`src/hdl/eeprom_seq_pkg.sv`:
```
// Behaviour
// - Write carries one 8 or 16 bit word (16-bit word only here)
// - Chip select fall launches erase then program (single write here programs with no separate erase phase)
// - Select high after low time shows status
// - Busy reads low on data out
// - Done reads high on data out
// - Write-all loads every location with word
// - Write-all starts on chip select fall
// - Write-all needs no further serial clocks
// - Write-all erases whole array first
// - Write-all only while programming enabled
// - Start is first rising edge, select and data high
// - Bits sampled on rising serial clock
// - Data out floats when select falls
// - Programming disabled after reset
//
// Constants shared by both ends of the three-wire EEPROM link.
// Assumes a 100 MHz system clock on both ends.
package eeprom_seq_pkg;
   localparam int          WORD_W        = 16;
   localparam int          ADDR_W        = 7;
   localparam int          DEPTH         = 128;
   // One don't-care bit leads the address field
   localparam int          FRAME_BITS    = 1 + 2 + 1 + ADDR_W + WORD_W;
   localparam int          CNT_W         = 5;
   localparam logic [4:0]  HDR_BITS      = 5'h0A;
   localparam logic [4:0]  ALL_BITS      = 5'h1A;
   localparam logic [1:0]  OP_WRITE      = 2'h1;
   localparam logic [1:0]  OP_EXT        = 2'h0;
   localparam logic [1:0]  EXT_ALL       = 2'h1;
   localparam logic [1:0]  EXT_ENABLE    = 2'h3;
   localparam logic [1:0]  EXT_DISABLE   = 2'h0;
   localparam logic [1:0]  EXT_ERASE_ALL = 2'h2;
   localparam logic [15:0] ERASED_WORD   = 16'hFFFF;
   localparam int          CLK_MHZ       = 100;
   localparam int          CSL_NS        = 250;
   localparam logic [7:0]  CSL_CYC       = 8'((CSL_NS * CLK_MHZ + 999) / 1000);
   localparam int          PROG_US       = 10;
   localparam logic [15:0] PROG_CYC      = 16'(PROG_US * CLK_MHZ);
   localparam logic [7:0]  SCK_HALF      = 8'h04;
endpackage

```
`src/hdl/eeprom_link_if.sv`:
```
// Three-wire link between host controller and EEPROM device.
// Data out is resolved from the device enable (low = driving).
`timescale 1ns/1ps
interface eeprom_link_if;
   logic cs;
   logic sck;
   logic serial_in_line;
   logic dout;
   logic dout_oe_n;
   logic dout_line;
   assign dout_line = dout_oe_n ? 1'b1 : dout;
   modport dev  (input cs, input sck, input serial_in_line, output dout, output dout_oe_n);
   modport host (output cs, output sck, output serial_in_line, input dout_line);
endinterface

```
`src/hdl/eeprom_dev.sv`:
```
// EEPROM device end: serial decoder, write and write-all sequencer.
// Assumes link pins are asynchronous to ref_clk_i.
`timescale 1ns/1ps
module eeprom_dev
   import eeprom_seq_pkg::*;
(
   // Clock and reset
   input  wire logic              ref_clk_i,
   input  wire logic              rst_i,
   // Link
   eeprom_link_if.dev             link,
   // Status
   output logic                   busy_o,
   output logic                   prog_en_o
);
   typedef enum logic [1:0] {
      D_IDLE = 2'b00,
      D_SHIFT = 2'b01,
      D_WAIT = 2'b10
   } dstate_t;

   logic [1:0]         cs_s_r, sck_s_r, din_s_r;
   logic               sck_d_r, cs_d_r;
   dstate_t            st_r;
   logic [CNT_W-1:0]   cnt_r;
   logic [FRAME_BITS-2:0] sh_r;
   logic [WORD_W-1:0]  mem_r [DEPTH];
   logic               en_r, busy_r, all_r, erased_r;
   logic [ADDR_W-1:0]  addr_r;
   logic [WORD_W-1:0]  data_r;
   logic [15:0]        tmr_r;
   logic [7:0]         csl_r;
   logic               dout_r, oe_n_r;

   wire cs_w   = cs_s_r[1];
   wire rise_w = sck_s_r[1] & ~sck_d_r;
   wire cs_fall_w = cs_d_r & ~cs_w;
   wire cs_rise_w = ~cs_d_r & cs_w;
   // Opcode is the oldest pair shifted in after the start bit
   wire [1:0] op_w  = sh_r[HDR_BITS-1 -: 2];
   wire [1:0] ext_w = sh_r[HDR_BITS-3 -: 2];
   wire is_wr_w  = (cnt_r == ALL_BITS) && (sh_r[ALL_BITS-1 -: 2] == OP_WRITE);
   wire is_all_w = (cnt_r == ALL_BITS) && (sh_r[ALL_BITS-1 -: 2] == OP_EXT)
                   && (sh_r[ALL_BITS-3 -: 2] == EXT_ALL);
   wire hdr_w    = (cnt_r == HDR_BITS) && (op_w == OP_EXT);

   always_ff @(posedge ref_clk_i) begin
      cs_s_r  <= {cs_s_r[0], link.cs};
      sck_s_r <= {sck_s_r[0], link.sck};
      din_s_r <= {din_s_r[0], link.serial_in_line};
      sck_d_r <= sck_s_r[1];
      cs_d_r  <= cs_w;
   end

   always_ff @(posedge ref_clk_i) begin
      if (rst_i) begin
         st_r <= D_IDLE;
         cnt_r <= '0;
         sh_r <= '0;
         en_r <= 1'b0;
         busy_r <= 1'b0;
         all_r <= 1'b0;
         erased_r <= 1'b0;
         addr_r <= '0;
         data_r <= '0;
         tmr_r <= '0;
      end else begin
         case (st_r)
            D_IDLE: begin
               if (cs_w && rise_w && din_s_r[1]) begin
                  st_r <= D_SHIFT;
                  cnt_r <= '0;
               end
            end
            D_SHIFT: begin
               if (!cs_w) begin
                  st_r <= D_IDLE;
                  if (en_r && (is_wr_w || is_all_w)) begin
                     busy_r <= 1'b1;
                     all_r <= is_all_w;
                     erased_r <= 1'b0;
                     addr_r <= sh_r[WORD_W +: ADDR_W];
                     data_r <= sh_r[WORD_W-1:0];
                     tmr_r <= PROG_CYC;
                     st_r <= D_WAIT;
                  end
               end else if (rise_w && cnt_r != ALL_BITS) begin
                  sh_r <= {sh_r[FRAME_BITS-3:0], din_s_r[1]};
                  cnt_r <= cnt_r + 1'b1;
               end
               if (hdr_w && ext_w == EXT_ENABLE) en_r <= 1'b1;
               if (hdr_w && ext_w == EXT_DISABLE) en_r <= 1'b0;
            end
            D_WAIT: begin
               // Runs on ref_clk only; serial clock ignored
               if (tmr_r != '0) begin
                  tmr_r <= tmr_r - 1'b1;
               end else if (all_r && !erased_r) begin
                  erased_r <= 1'b1;
                  tmr_r <= PROG_CYC;
               end else begin
                  busy_r <= 1'b0;
                  st_r <= D_IDLE;
               end
            end
            default: st_r <= D_IDLE;
         endcase
      end
   end

   // Array update: erase phase (write-all only) then program phase
   always_ff @(posedge ref_clk_i) begin
      if (st_r == D_WAIT && tmr_r == '0) begin
         for (int i = 0; i < DEPTH; i++) begin
            if (all_r && !erased_r) mem_r[i] <= ERASED_WORD;
            else if (all_r || addr_r == ADDR_W'(i)) mem_r[i] <= data_r;
         end
      end
   end

   always_ff @(posedge ref_clk_i) begin
      if (rst_i) begin
         csl_r <= '0;
         dout_r <= 1'b1;
         oe_n_r <= 1'b1;
      end else begin
         if (cs_w) csl_r <= '0;
         else if (csl_r != CSL_CYC) csl_r <= csl_r + 1'b1;
         if (cs_fall_w) oe_n_r <= 1'b1;
         else if (cs_rise_w && csl_r == CSL_CYC && st_r != D_SHIFT) oe_n_r <= 1'b0;
         if (busy_r) dout_r <= 1'b0;
         else dout_r <= 1'b1;
      end
   end

   assign link.dout = dout_r;
   assign link.dout_oe_n = oe_n_r;
   assign busy_o = busy_r;
   assign prog_en_o = en_r;
endmodule

```
`src/flat_wrapper.sv`:
```
// flat-port wrapper written by rule: the top's interface ports become plain ports
module eeprom_dev_flat import eeprom_seq_pkg::*;
  (ref_clk_i, rst_i, busy_o, prog_en_o, link_cs, link_sck, link_serial_in_line, link_dout, link_dout_oe_n);
  eeprom_link_if link_i ();
  input  wire logic ref_clk_i;
  input  wire logic rst_i;
  output logic busy_o;
  output logic prog_en_o;
  input wire logic [$bits(link_i.cs)-1:0] link_cs;
  input wire logic [$bits(link_i.sck)-1:0] link_sck;
  input wire logic [$bits(link_i.serial_in_line)-1:0] link_serial_in_line;
  output wire logic [$bits(link_i.dout)-1:0] link_dout;
  output wire logic [$bits(link_i.dout_oe_n)-1:0] link_dout_oe_n;
  assign link_i.cs = link_cs;
  assign link_i.sck = link_sck;
  assign link_i.serial_in_line = link_serial_in_line;
  assign link_dout = link_i.dout;
  assign link_dout_oe_n = link_i.dout_oe_n;
  eeprom_dev u_core (.ref_clk_i(ref_clk_i), .rst_i(rst_i), .link(link_i), .busy_o(busy_o), .prog_en_o(prog_en_o));
endmodule
```
`config.mk`:
```
export PLATFORM = sky130hd
export DESIGN_NAME = eeprom_dev_flat
export DESIGN_NICKNAME = d
export VERILOG_FILES = /design/src/hdl/eeprom_seq_pkg.sv /design/src/hdl/eeprom_link_if.sv /design/src/hdl/eeprom_dev.sv /design/src/flat_wrapper.sv
export SDC_FILE = /design/constraint.sdc
export NUM_CORES = 1
export LEC_CHECK = 0
export BUFFER_PORTS_ARGS = -buffer_cell sky130_fd_sc_hd__buf_2
export CORE_MARGIN = 3
export CORE_UTILIZATION = 40
export DETAILED_ROUTE_END_ITERATION = 10
export PLACE_DENSITY = 0.58
export SLEW_MARGIN = 20
export SYNTH_ARGS = -nofsm -noshare
export SYNTH_HDL_FRONTEND = slang
export SYNTH_SLANG_ARGS = --single-unit
```
`constraint.sdc`:
```
create_clock -name ref_clk_i -period 2.4 [get_ports ref_clk_i]
set_input_delay 0.24 -clock ref_clk_i [delete_from_list [all_inputs] [get_ports ref_clk_i]]
set_output_delay 0.24 -clock ref_clk_i [all_outputs]
set_load 0.005 [all_outputs]
```
Yosys cells after proc, flatten, opt, wreduce, memory -nomap -nowiden. Cells that the tools add are included.

Bitwise logic cells: 6. Eq/ne operators: 20. Muxes and demuxes: 28. Reductions and logical operators: 33. $add $sub $neg: 3.

Operators by type and width (number): two-way mux 16 bit (4); case mux 16 bit (2 select lines) (1); nonzero test 16 bit (1); subtractor 16 x 1 -> 16 bit, second input constant (1); two-way mux 5 bit (3); logical AND 1 bit (13); AND reduction 4 bit (3); two-way mux 1 bit (11); two-way mux 2 bit (5); != test 2 x 1 -> 1 bit, second input constant (5); case mux 5 bit (2 select lines) (1); AND reduction 5 bit (2); adder 8 x 1 -> 8 bit, second input constant (1); equality test 8 x 5 -> 1 bit, second input constant (1); zero test 2 bit (4); != test 2 bit, second input constant (4); != test 8 x 5 -> 1 bit, second input constant (1); equality test 2 x 1 -> 1 bit, second input constant (3); case mux 2 bit (3 select lines) (1); AND reduction 3 bit (2); nonzero test 2 bit (3); adder 5 x 1 -> 5 bit, second input constant (1); equality test 5 x 4 -> 1 bit, second input constant (1); equality test 5 bit, second input constant (1); 10 further kinds (17).

Flip-flop bits (word level): 71. Input port bits: 5.

Longest topological paths before layout. Gate-level depths: netlist of the first run.

Depth after elaboration: 8. Gate-level depth with buffers: 9.

Worst setup path after synthesis of the first run. No wires, ideal clock.

Path type: reg2reg. From: register u_core.tmr_r[0]. To: register u_core.tmr_r[15]. Arrival time: 1786 ps. Library setup time: 120 ps. Data required time: 2280 ps. Stages on the path, launching flop included: 9. Clock period less this slack: 1906 ps. Slack: 494 ps. Cells stage by stage: dfxtp_1 > inv_1 > ha_1 > nor4b_2 > and4_1 > buf_4 > a31oi_4 > a21oi_2 > a211o_1.

Longest elaborated chain between the ends: 3. Elaborated cells between the ends (all ways): 6. Classes of those cells: 1 x add/sub; 1 x eq/ne; 2 x mux; 2 x reduce/logical.

RTL lines: start: declaration (RTL line eeprom_dev.sv:31) `logic [15:0] tmr_r;`; start signal: assignment (RTL line eeprom_dev.sv:97) `tmr_r <= tmr_r - 1'b1;`; subtractor 16 x 1 -> 16 bit or nonzero test 16 bit (tied branches) (RTL line eeprom_dev.sv:97, eeprom_dev.sv:96); two-way mux 16 bit or != test 3 x 2 -> 1 bit (tied branches); case mux 16 bit (2 select lines) or AND reduction 4 bit (tied branches).

Parallel ways exist; a longest one is shown, timed or not. A chain may end at the register's enable or synchronous reset.

Worst setup path after layout of the first run. Ends and elaborated chain as after synthesis.

==> impl_metrics.json, run 1 <==
{
  "grt_max_degree": 50,
  "numPlacedInstances": 460,
  "cts_buffers": 9,
  "grt_pass1_vias": 2384,
  "hold_ws_ns": 0.331,
  "final_nets": 389,
  "slew_viol_final": 0,
  "required_ns": 2.63,
  "dp_hpwl_um": 4280,
  "path_delay_family": "simple AND/OR/NAND/NOR gates",
  "status": "finished clean",
  "vias": 2582,
  "syn_inst": 358,
  "drive_above_1_share": 0.129,
  "grt_pass1_wl_um": 10800,
  "dp_slack_ns": 0.249,
  "startpoint_type": "register",
  "die_h_um": 94.3,
  "synth_edf_count": 0,
  "fillers": 709,
  "rsz0062_at_grt": "false",
  "crit_chain": "inv_1 -> ha_1 -> nor4b_2 -> and4_1 -> a211oi_2 -> buf_4 -> and3_1 -> a211o_1",
  "regArea_mm2": 0.00142,
  "core_area_mm2": 0.00741,
  "path_clk_slew_ns": 0.08,
  "peakVddDrop_mv": 0.469,
  "ios": 9,
  "avgSynthCellArea_um2": 8.71,
  "cts_root_buf": "clkbuf_8",
  "p_leak_nw": 1.27,
  "crit_path_top_delay_cell": "and4_1",
  "clock_latency_ns": 0.34,
  "path_buf_inv": 2,
  "synth-seq-cells": 71,
  "grt_util_all_layers": 0.153,
  "worst_slew_pin_slew_ns": 0.552,
  "drc": 0,
  "power_density_mw_per_mm2": 777,
  "std_cell_rows": 31,
  "diodes": 0,
  "syn_area_mm2": 0.00312,
  "via_per_inst": 5.39,
  "htreeDepth": 3,
  "synthTopCellsByArea": "dfxtp_1 (46%), nand2_1 (8.2%), a21oi_1 (6.3%), ha_1 (3.6%), nor2_1 (2.8%)",
  "power_mw": 2.76,
  "period_needed_ns": 2.15,
  "finalCritPeriodShare": 0.896,
  "cts_tree": "yes",
  "fin_util": 0.479,
  "async_reset_ff_frac": 0,
  "wl_per_cell_um": 13.4,
  "yosys_warnings": 0,
  "layout_setup_ws_ns": 0.250,
  "ys_seq_area_frac": 0.456,
  "max-cap-violations": 0,
  "synthFlopType": "dfxtp_1",
  "fmax_mhz": 465,
  "endpoint_kind": "register",
  "synth_top_cell_area_share": 0.456,
  "multi_input_area_mm2": 0.00158,
  "max_stage_delay_ns": 0.44,
  "antenna_left": 0,
  "die_w_um": 94.3,
  "dr.pass1.iters": 4,
  "synthTopCellsByCount": "dfxtp_1 (71), nand2_1 (68), a21oi_1 (39)",
  "yosys.cell_types.count": 56,
  "cts_setup_buffers": 0,
  "totalWireLength_um": 6440,
  "synth_area_leader_cell": "dfxtp_1",
  "antenna_found_initial": 0,
  "cts_sinks": 71,
  "grt-ovfl-total": 0,
  "cp.arrival_ns": 2.38,
  "die_area_mm2": 0.00889,
  "hold_viol_final": 0,
  "clk_path_buf_depth": 2,
  "worst-path-max-fanout": 9,
  "initialDrtViolationCount": 116,
  "crit_type": "register to register",
  "area_growth_pct": 13.8,
  "fin_setup_tns_ns": 0,
  "synth_most_common_cell": "dfxtp_1",
  "syn-num-nets": 372,
  "skew_ns": 0.00680,
  "relSlewSlack": 0.631,
  "initial_core_util": 0.421,
  "io_buffers": 8,
  "place_congestion": 0.884,
  "postPlaceCellArea_mm2": 0.00330,
  "design_area_mm2": 0.00355,
  "fin_cells": 479,
  "setup_viol": 0,
  "worst_hold_path_type": "register to register"
}
cells in the final DEF, fill, tap and decap left out, drive strengths merged, types with 8 or more instances in the layout:
cell type   n
a21oi      40
a31oi       9
buf        19
clkbuf      9
dfxtp      71
ha          9
inv        14
nand2      68
nand3       8
nor2       23
nor3       10
xor2        8
per-layer routing:
metal | track usage | routed length, um
met5 | 0 | 0
met4 | 0.0602 | 77
met3 | 0.0409 | 226
met2 | 0.243 | 3060
met1 | 0.196 | 3080
kinds of logic (layout without fill, tap and decap cells):
family | Yosys count | after routing | synth area share
simple gates | 148 | 148 | 0.237
compound gates | 88 | 88 | 0.195
flops | 71 | 71 | 0.456
buf+inv | 29 | 51 | 0.0389
xor+xnor | 12 | 12 | 0.0337
fa+ha+maj | 9 | 9 | 0.0361
mux | 1 | 1 | 0.00321
state kept, by name, summed over array words and instances (netlist names):
name,cells
u_core.erased_r,1
u_core.all_r,1
u_core.sh_r,26
u_core.link.dout,1
u_core.csl_r,8
u_core.sck_d_r,1
u_core.st_r,2
u_core.prog_en_o,1
u_core.cs_s_r,2
u_core.cs_d_r,1
u_core.din_s_r,2
u_core.sck_s_r,2
u_core.cnt_r,5
u_core.link.dout_oe_n,1
u_core.busy_o,1
u_core.tmr_r,16
worst register-to-register path, delay by kind of cell (launching register included):
kind | cells | cell delay, ns
AND/OR/NAND/NOR | 3 | 0.87
flip-flops | 1 | 0.34
AO/OA/AOI/OAI | 2 | 0.33
buffers and inverters | 2 | 0.31
adder cells (fa/ha/maj) | 1 | 0.18
power breakdown:
part           total [mW]  switching [mW]  internal [mW]
clock network        1.04           0.454          0.588
registers            1.27          0.0497           1.22
logic               0.448           0.275          0.173
layout make-up:
type / instances / area share
multi-input combinational: 258 / 0.446
sequential: 71 / 0.400
timing repair buffer: 22 / 0.0430
clock buffer: 9 / 0.0349
tap: 99 / 0.0349
clock inverter: 7 / 0.0271
inverter: 13 / 0.0137
worst paths after layout:
| check | startpoint | to | slack [ns] | cells past startpoint |
|---|---|---|---|---|
| max | u_core.tmr_r[0]$_SDFFE_PP0P_ | u_core.tmr_r[15]$_SDFFE_PP0P_ | 0.25 | 8 |
| min | u_core.cs_s_r[0]$_DFF_P_ | u_core.cs_s_r[1]$_DFF_P_ | 0.33 | 0 |
| max reg2reg | u_core.tmr_r[0]$_SDFFE_PP0P_ | u_core.tmr_r[15]$_SDFFE_PP0P_ | 0.25 | 8 |
| min reg2reg | u_core.cs_s_r[0]$_DFF_P_ | u_core.cs_s_r[1]$_DFF_P_ | 0.33 | 0 |
what timing repair did:
action	in CTS	in global routing
hold buffers	3	0
endpoints found under the hold margin	3	0
gates resized for setup	0	1
endpoints found under the setup margin	0	3
No activity file was read; power rests on OpenSTA's default activity.
==> run 2, diff against run 1 <==
Settings changed: GPL_TIMING_DRIVEN set to 0.
==> run 2 against run 1 <==
Compared with the run above:
- non-clock buffer count up 5
- global-route usage increased by 0.48 points
- clock skew fell by 0.0020 ns
- sequential power about the same
- utilization shrank 0.56 points
- critical path type unchanged
- critical endpoint is now u_core.tmr_r[5]$_SDFFE_PP0P_
- largest power group unchanged
==> impl_metrics.json, run 2 (synthesized netlist as in run 1, its figures left out) <==
{
  "power_density_mw_per_mm2": 758,
  "fin_cells": 483,
  "htreeDepth": 3,
  "wl_per_cell_um": 13.2,
  "fin_setup_tns_ns": 0,
  "required_ns": 2.66,
  "cts_sinks": 71,
  "io_buffers": 8,
  "clock_latency_ns": 0.35,
  "swShare": 0.299,
  "core_area_mm2": 0.00741,
  "skew_ns": 0.00482,
  "p_int_mw": 1.86,
  "reg.largest.list": "u_core.sh_r (26), u_core.tmr_r (16), u_core.csl_r (8)",
  "clk_path_buf_depth": 2,
  "totalWireLength_um": 6380,
  "final_nets": 394,
  "p_leak_nw": 1.24,
  "status": "finished clean",
  "drive_above_1_share": 0.115,
  "die_w_um": 94.3,
  "pwr-share-comb": 0.165,
  "regMostFlops": "u_core.sh_r",
  "cts_tree": "yes",
  "area_growth_pct": 12.5,
  "cts_root_buf": "clkbuf_8",
  "grt_pass1_wl_um": 11100,
  "std_cell_rows": 31,
  "via_per_inst": 5.32,
  "pwr-share-clk": 0.361,
  "max_stage_delay_ns": 0.35,
  "worst_hold_path_type": "primary input to register",
  "crit_chain": "inv_1 -> ha_1 -> and4b_1 -> o2111ai_1 -> nand2_1 -> buf_2 -> a31oi_1 -> a311oi_1",
  "finalCritPeriodShare": 0.922,
  "switching_power_mw": 0.795,
  "peakVddDrop_mv": 0.354,
  "crit_type": "register to register",
  "largest_reg_flops": 26,
  "period_needed_ns": 2.21,
  "grt_util_all_layers": 0.158,
  "path_delay_family": "compound AO/OA/AOI/OAI gates",
  "initial_core_util": 0.421,
  "startpoint_type": "register",
  "fmax_mhz": 452,
  "dp_slack_ns": 0.202,
  "max-cap-violations": 0,
  "grt_max_degree": 14,
  "cp.arrival_ns": 2.47,
  "endpoint_kind": "register",
  "die_h_um": 94.3,
  "initialDrtViolationCount": 120,
  "numPlacedInstances": 465,
  "antenna_left": 0,
  "ios": 9,
  "crit_path_top_delay_cell": "dfxtp_1",
  "antenna_found_initial": 0,
  "dr.pass1.iters": 4,
  "slew_viol_final": 0,
  "layout_setup_ws_ns": 0.188,
  "worst_slew_pin_slew_ns": 0.705,
  "grt_pass1_vias": 2381,
  "grt-ovfl-total": 0,
  "layout_common_cells": "dfxtp_1 (71), nand2_1 (68), a21oi_1 (39), nor2_1 (23), buf_2 (15)",
  "drc": 0,
  "place_congestion": 0.787,
  "vias": 2568,
  "die_area_mm2": 0.00889,
  "setup_viol": 0,
  "hold_viol_final": 0,
  "path_buf_inv": 2,
  "cts_setup_buffers": 0,
  "cts_buffers": 9,
  "relSlewSlack": 0.529,
  "diodes": 0,
  "rsz0062_at_grt": "true",
  "dp_hpwl_um": 4440,
  "power_mw": 2.66,
  "pwr-share-seq": 0.474,
  "final_common_cell": "dfxtp_1",
  "hold_ws_ns": 0.204,
  "worst-path-max-fanout": 10,
  "path_clk_slew_ns": 0.08
}
==> run 2: cell types whose count changed in the layout (fill, tap and decap cells not counted), sizes merged <==
cell      before  now
buf           19   17
bufinv         2    1
clkbuf         9   16
clkinv         4    2
clkinvlp       0    2
==> run 2: what timing repair did <==
action	4_1_cts	5_1_grt
endpoints found under the setup margin	0	11
endpoints found under the hold margin	3	0
hold buffers	3	0
resized for setup	0	2
==> run 2: worst paths after layout <==
check                          startpoint                            to  slack [ns]  cells past startpoint
max          u_core.cnt_r[0]$_SDFFE_PP0P_  u_core.tmr_r[5]$_SDFFE_PP0P_        0.19                      8
min                                 rst_i   u_core.link.dout$_SDFF_PP1_        0.20                      2
max reg2reg  u_core.cnt_r[0]$_SDFFE_PP0P_  u_core.tmr_r[5]$_SDFFE_PP0P_        0.19                      8
min reg2reg     u_core.din_s_r[0]$_DFF_P_     u_core.din_s_r[1]$_DFF_P_        0.33                      0
==> run 2: final cells by class <==
type	instances	area (um^2)
well taps	99	124
inverters	13	48.8
clock inverters	6	71.3
plain buffers	16	73.8
multi-input cells	258	1580
fillers	734	3900
repair buffers	11	70.1
flip-flops and latches	71	1420
clock buffers	9	124
==> run 2: per-layer routing <==
layer,routed length (um),track usage,up-vias
met5,0,0,-
met4,108,0.0554,0
met3,223,0.0489,11
met2,3090,0.254,36
met1,2960,0.199,1204
li1,-,-,1317
==> run 2: per-stage QoR <==
step | util | instance area, um^2
floorplan | - | 3120
global placement | 0.443 | 3280
detailed placement | 0.443 | 3280
CTS | 0.474 | 3510
global route | 0.474 | 3510
finish | 0.474 | 3510
==> run 2: power groups by stage <==
stage / clock network (mW) / registers [mW] / logic [mW]
after floorplan: 0 / 1.28 / 0.338
after global placement: 0 / 1.29 / 0.424
after detailed placement: 0 / 1.29 / 0.431
after CTS: 0.988 / 1.26 / 0.438
after global routing: 1.04 / 1.27 / 0.492
final: 0.960 / 1.26 / 0.439
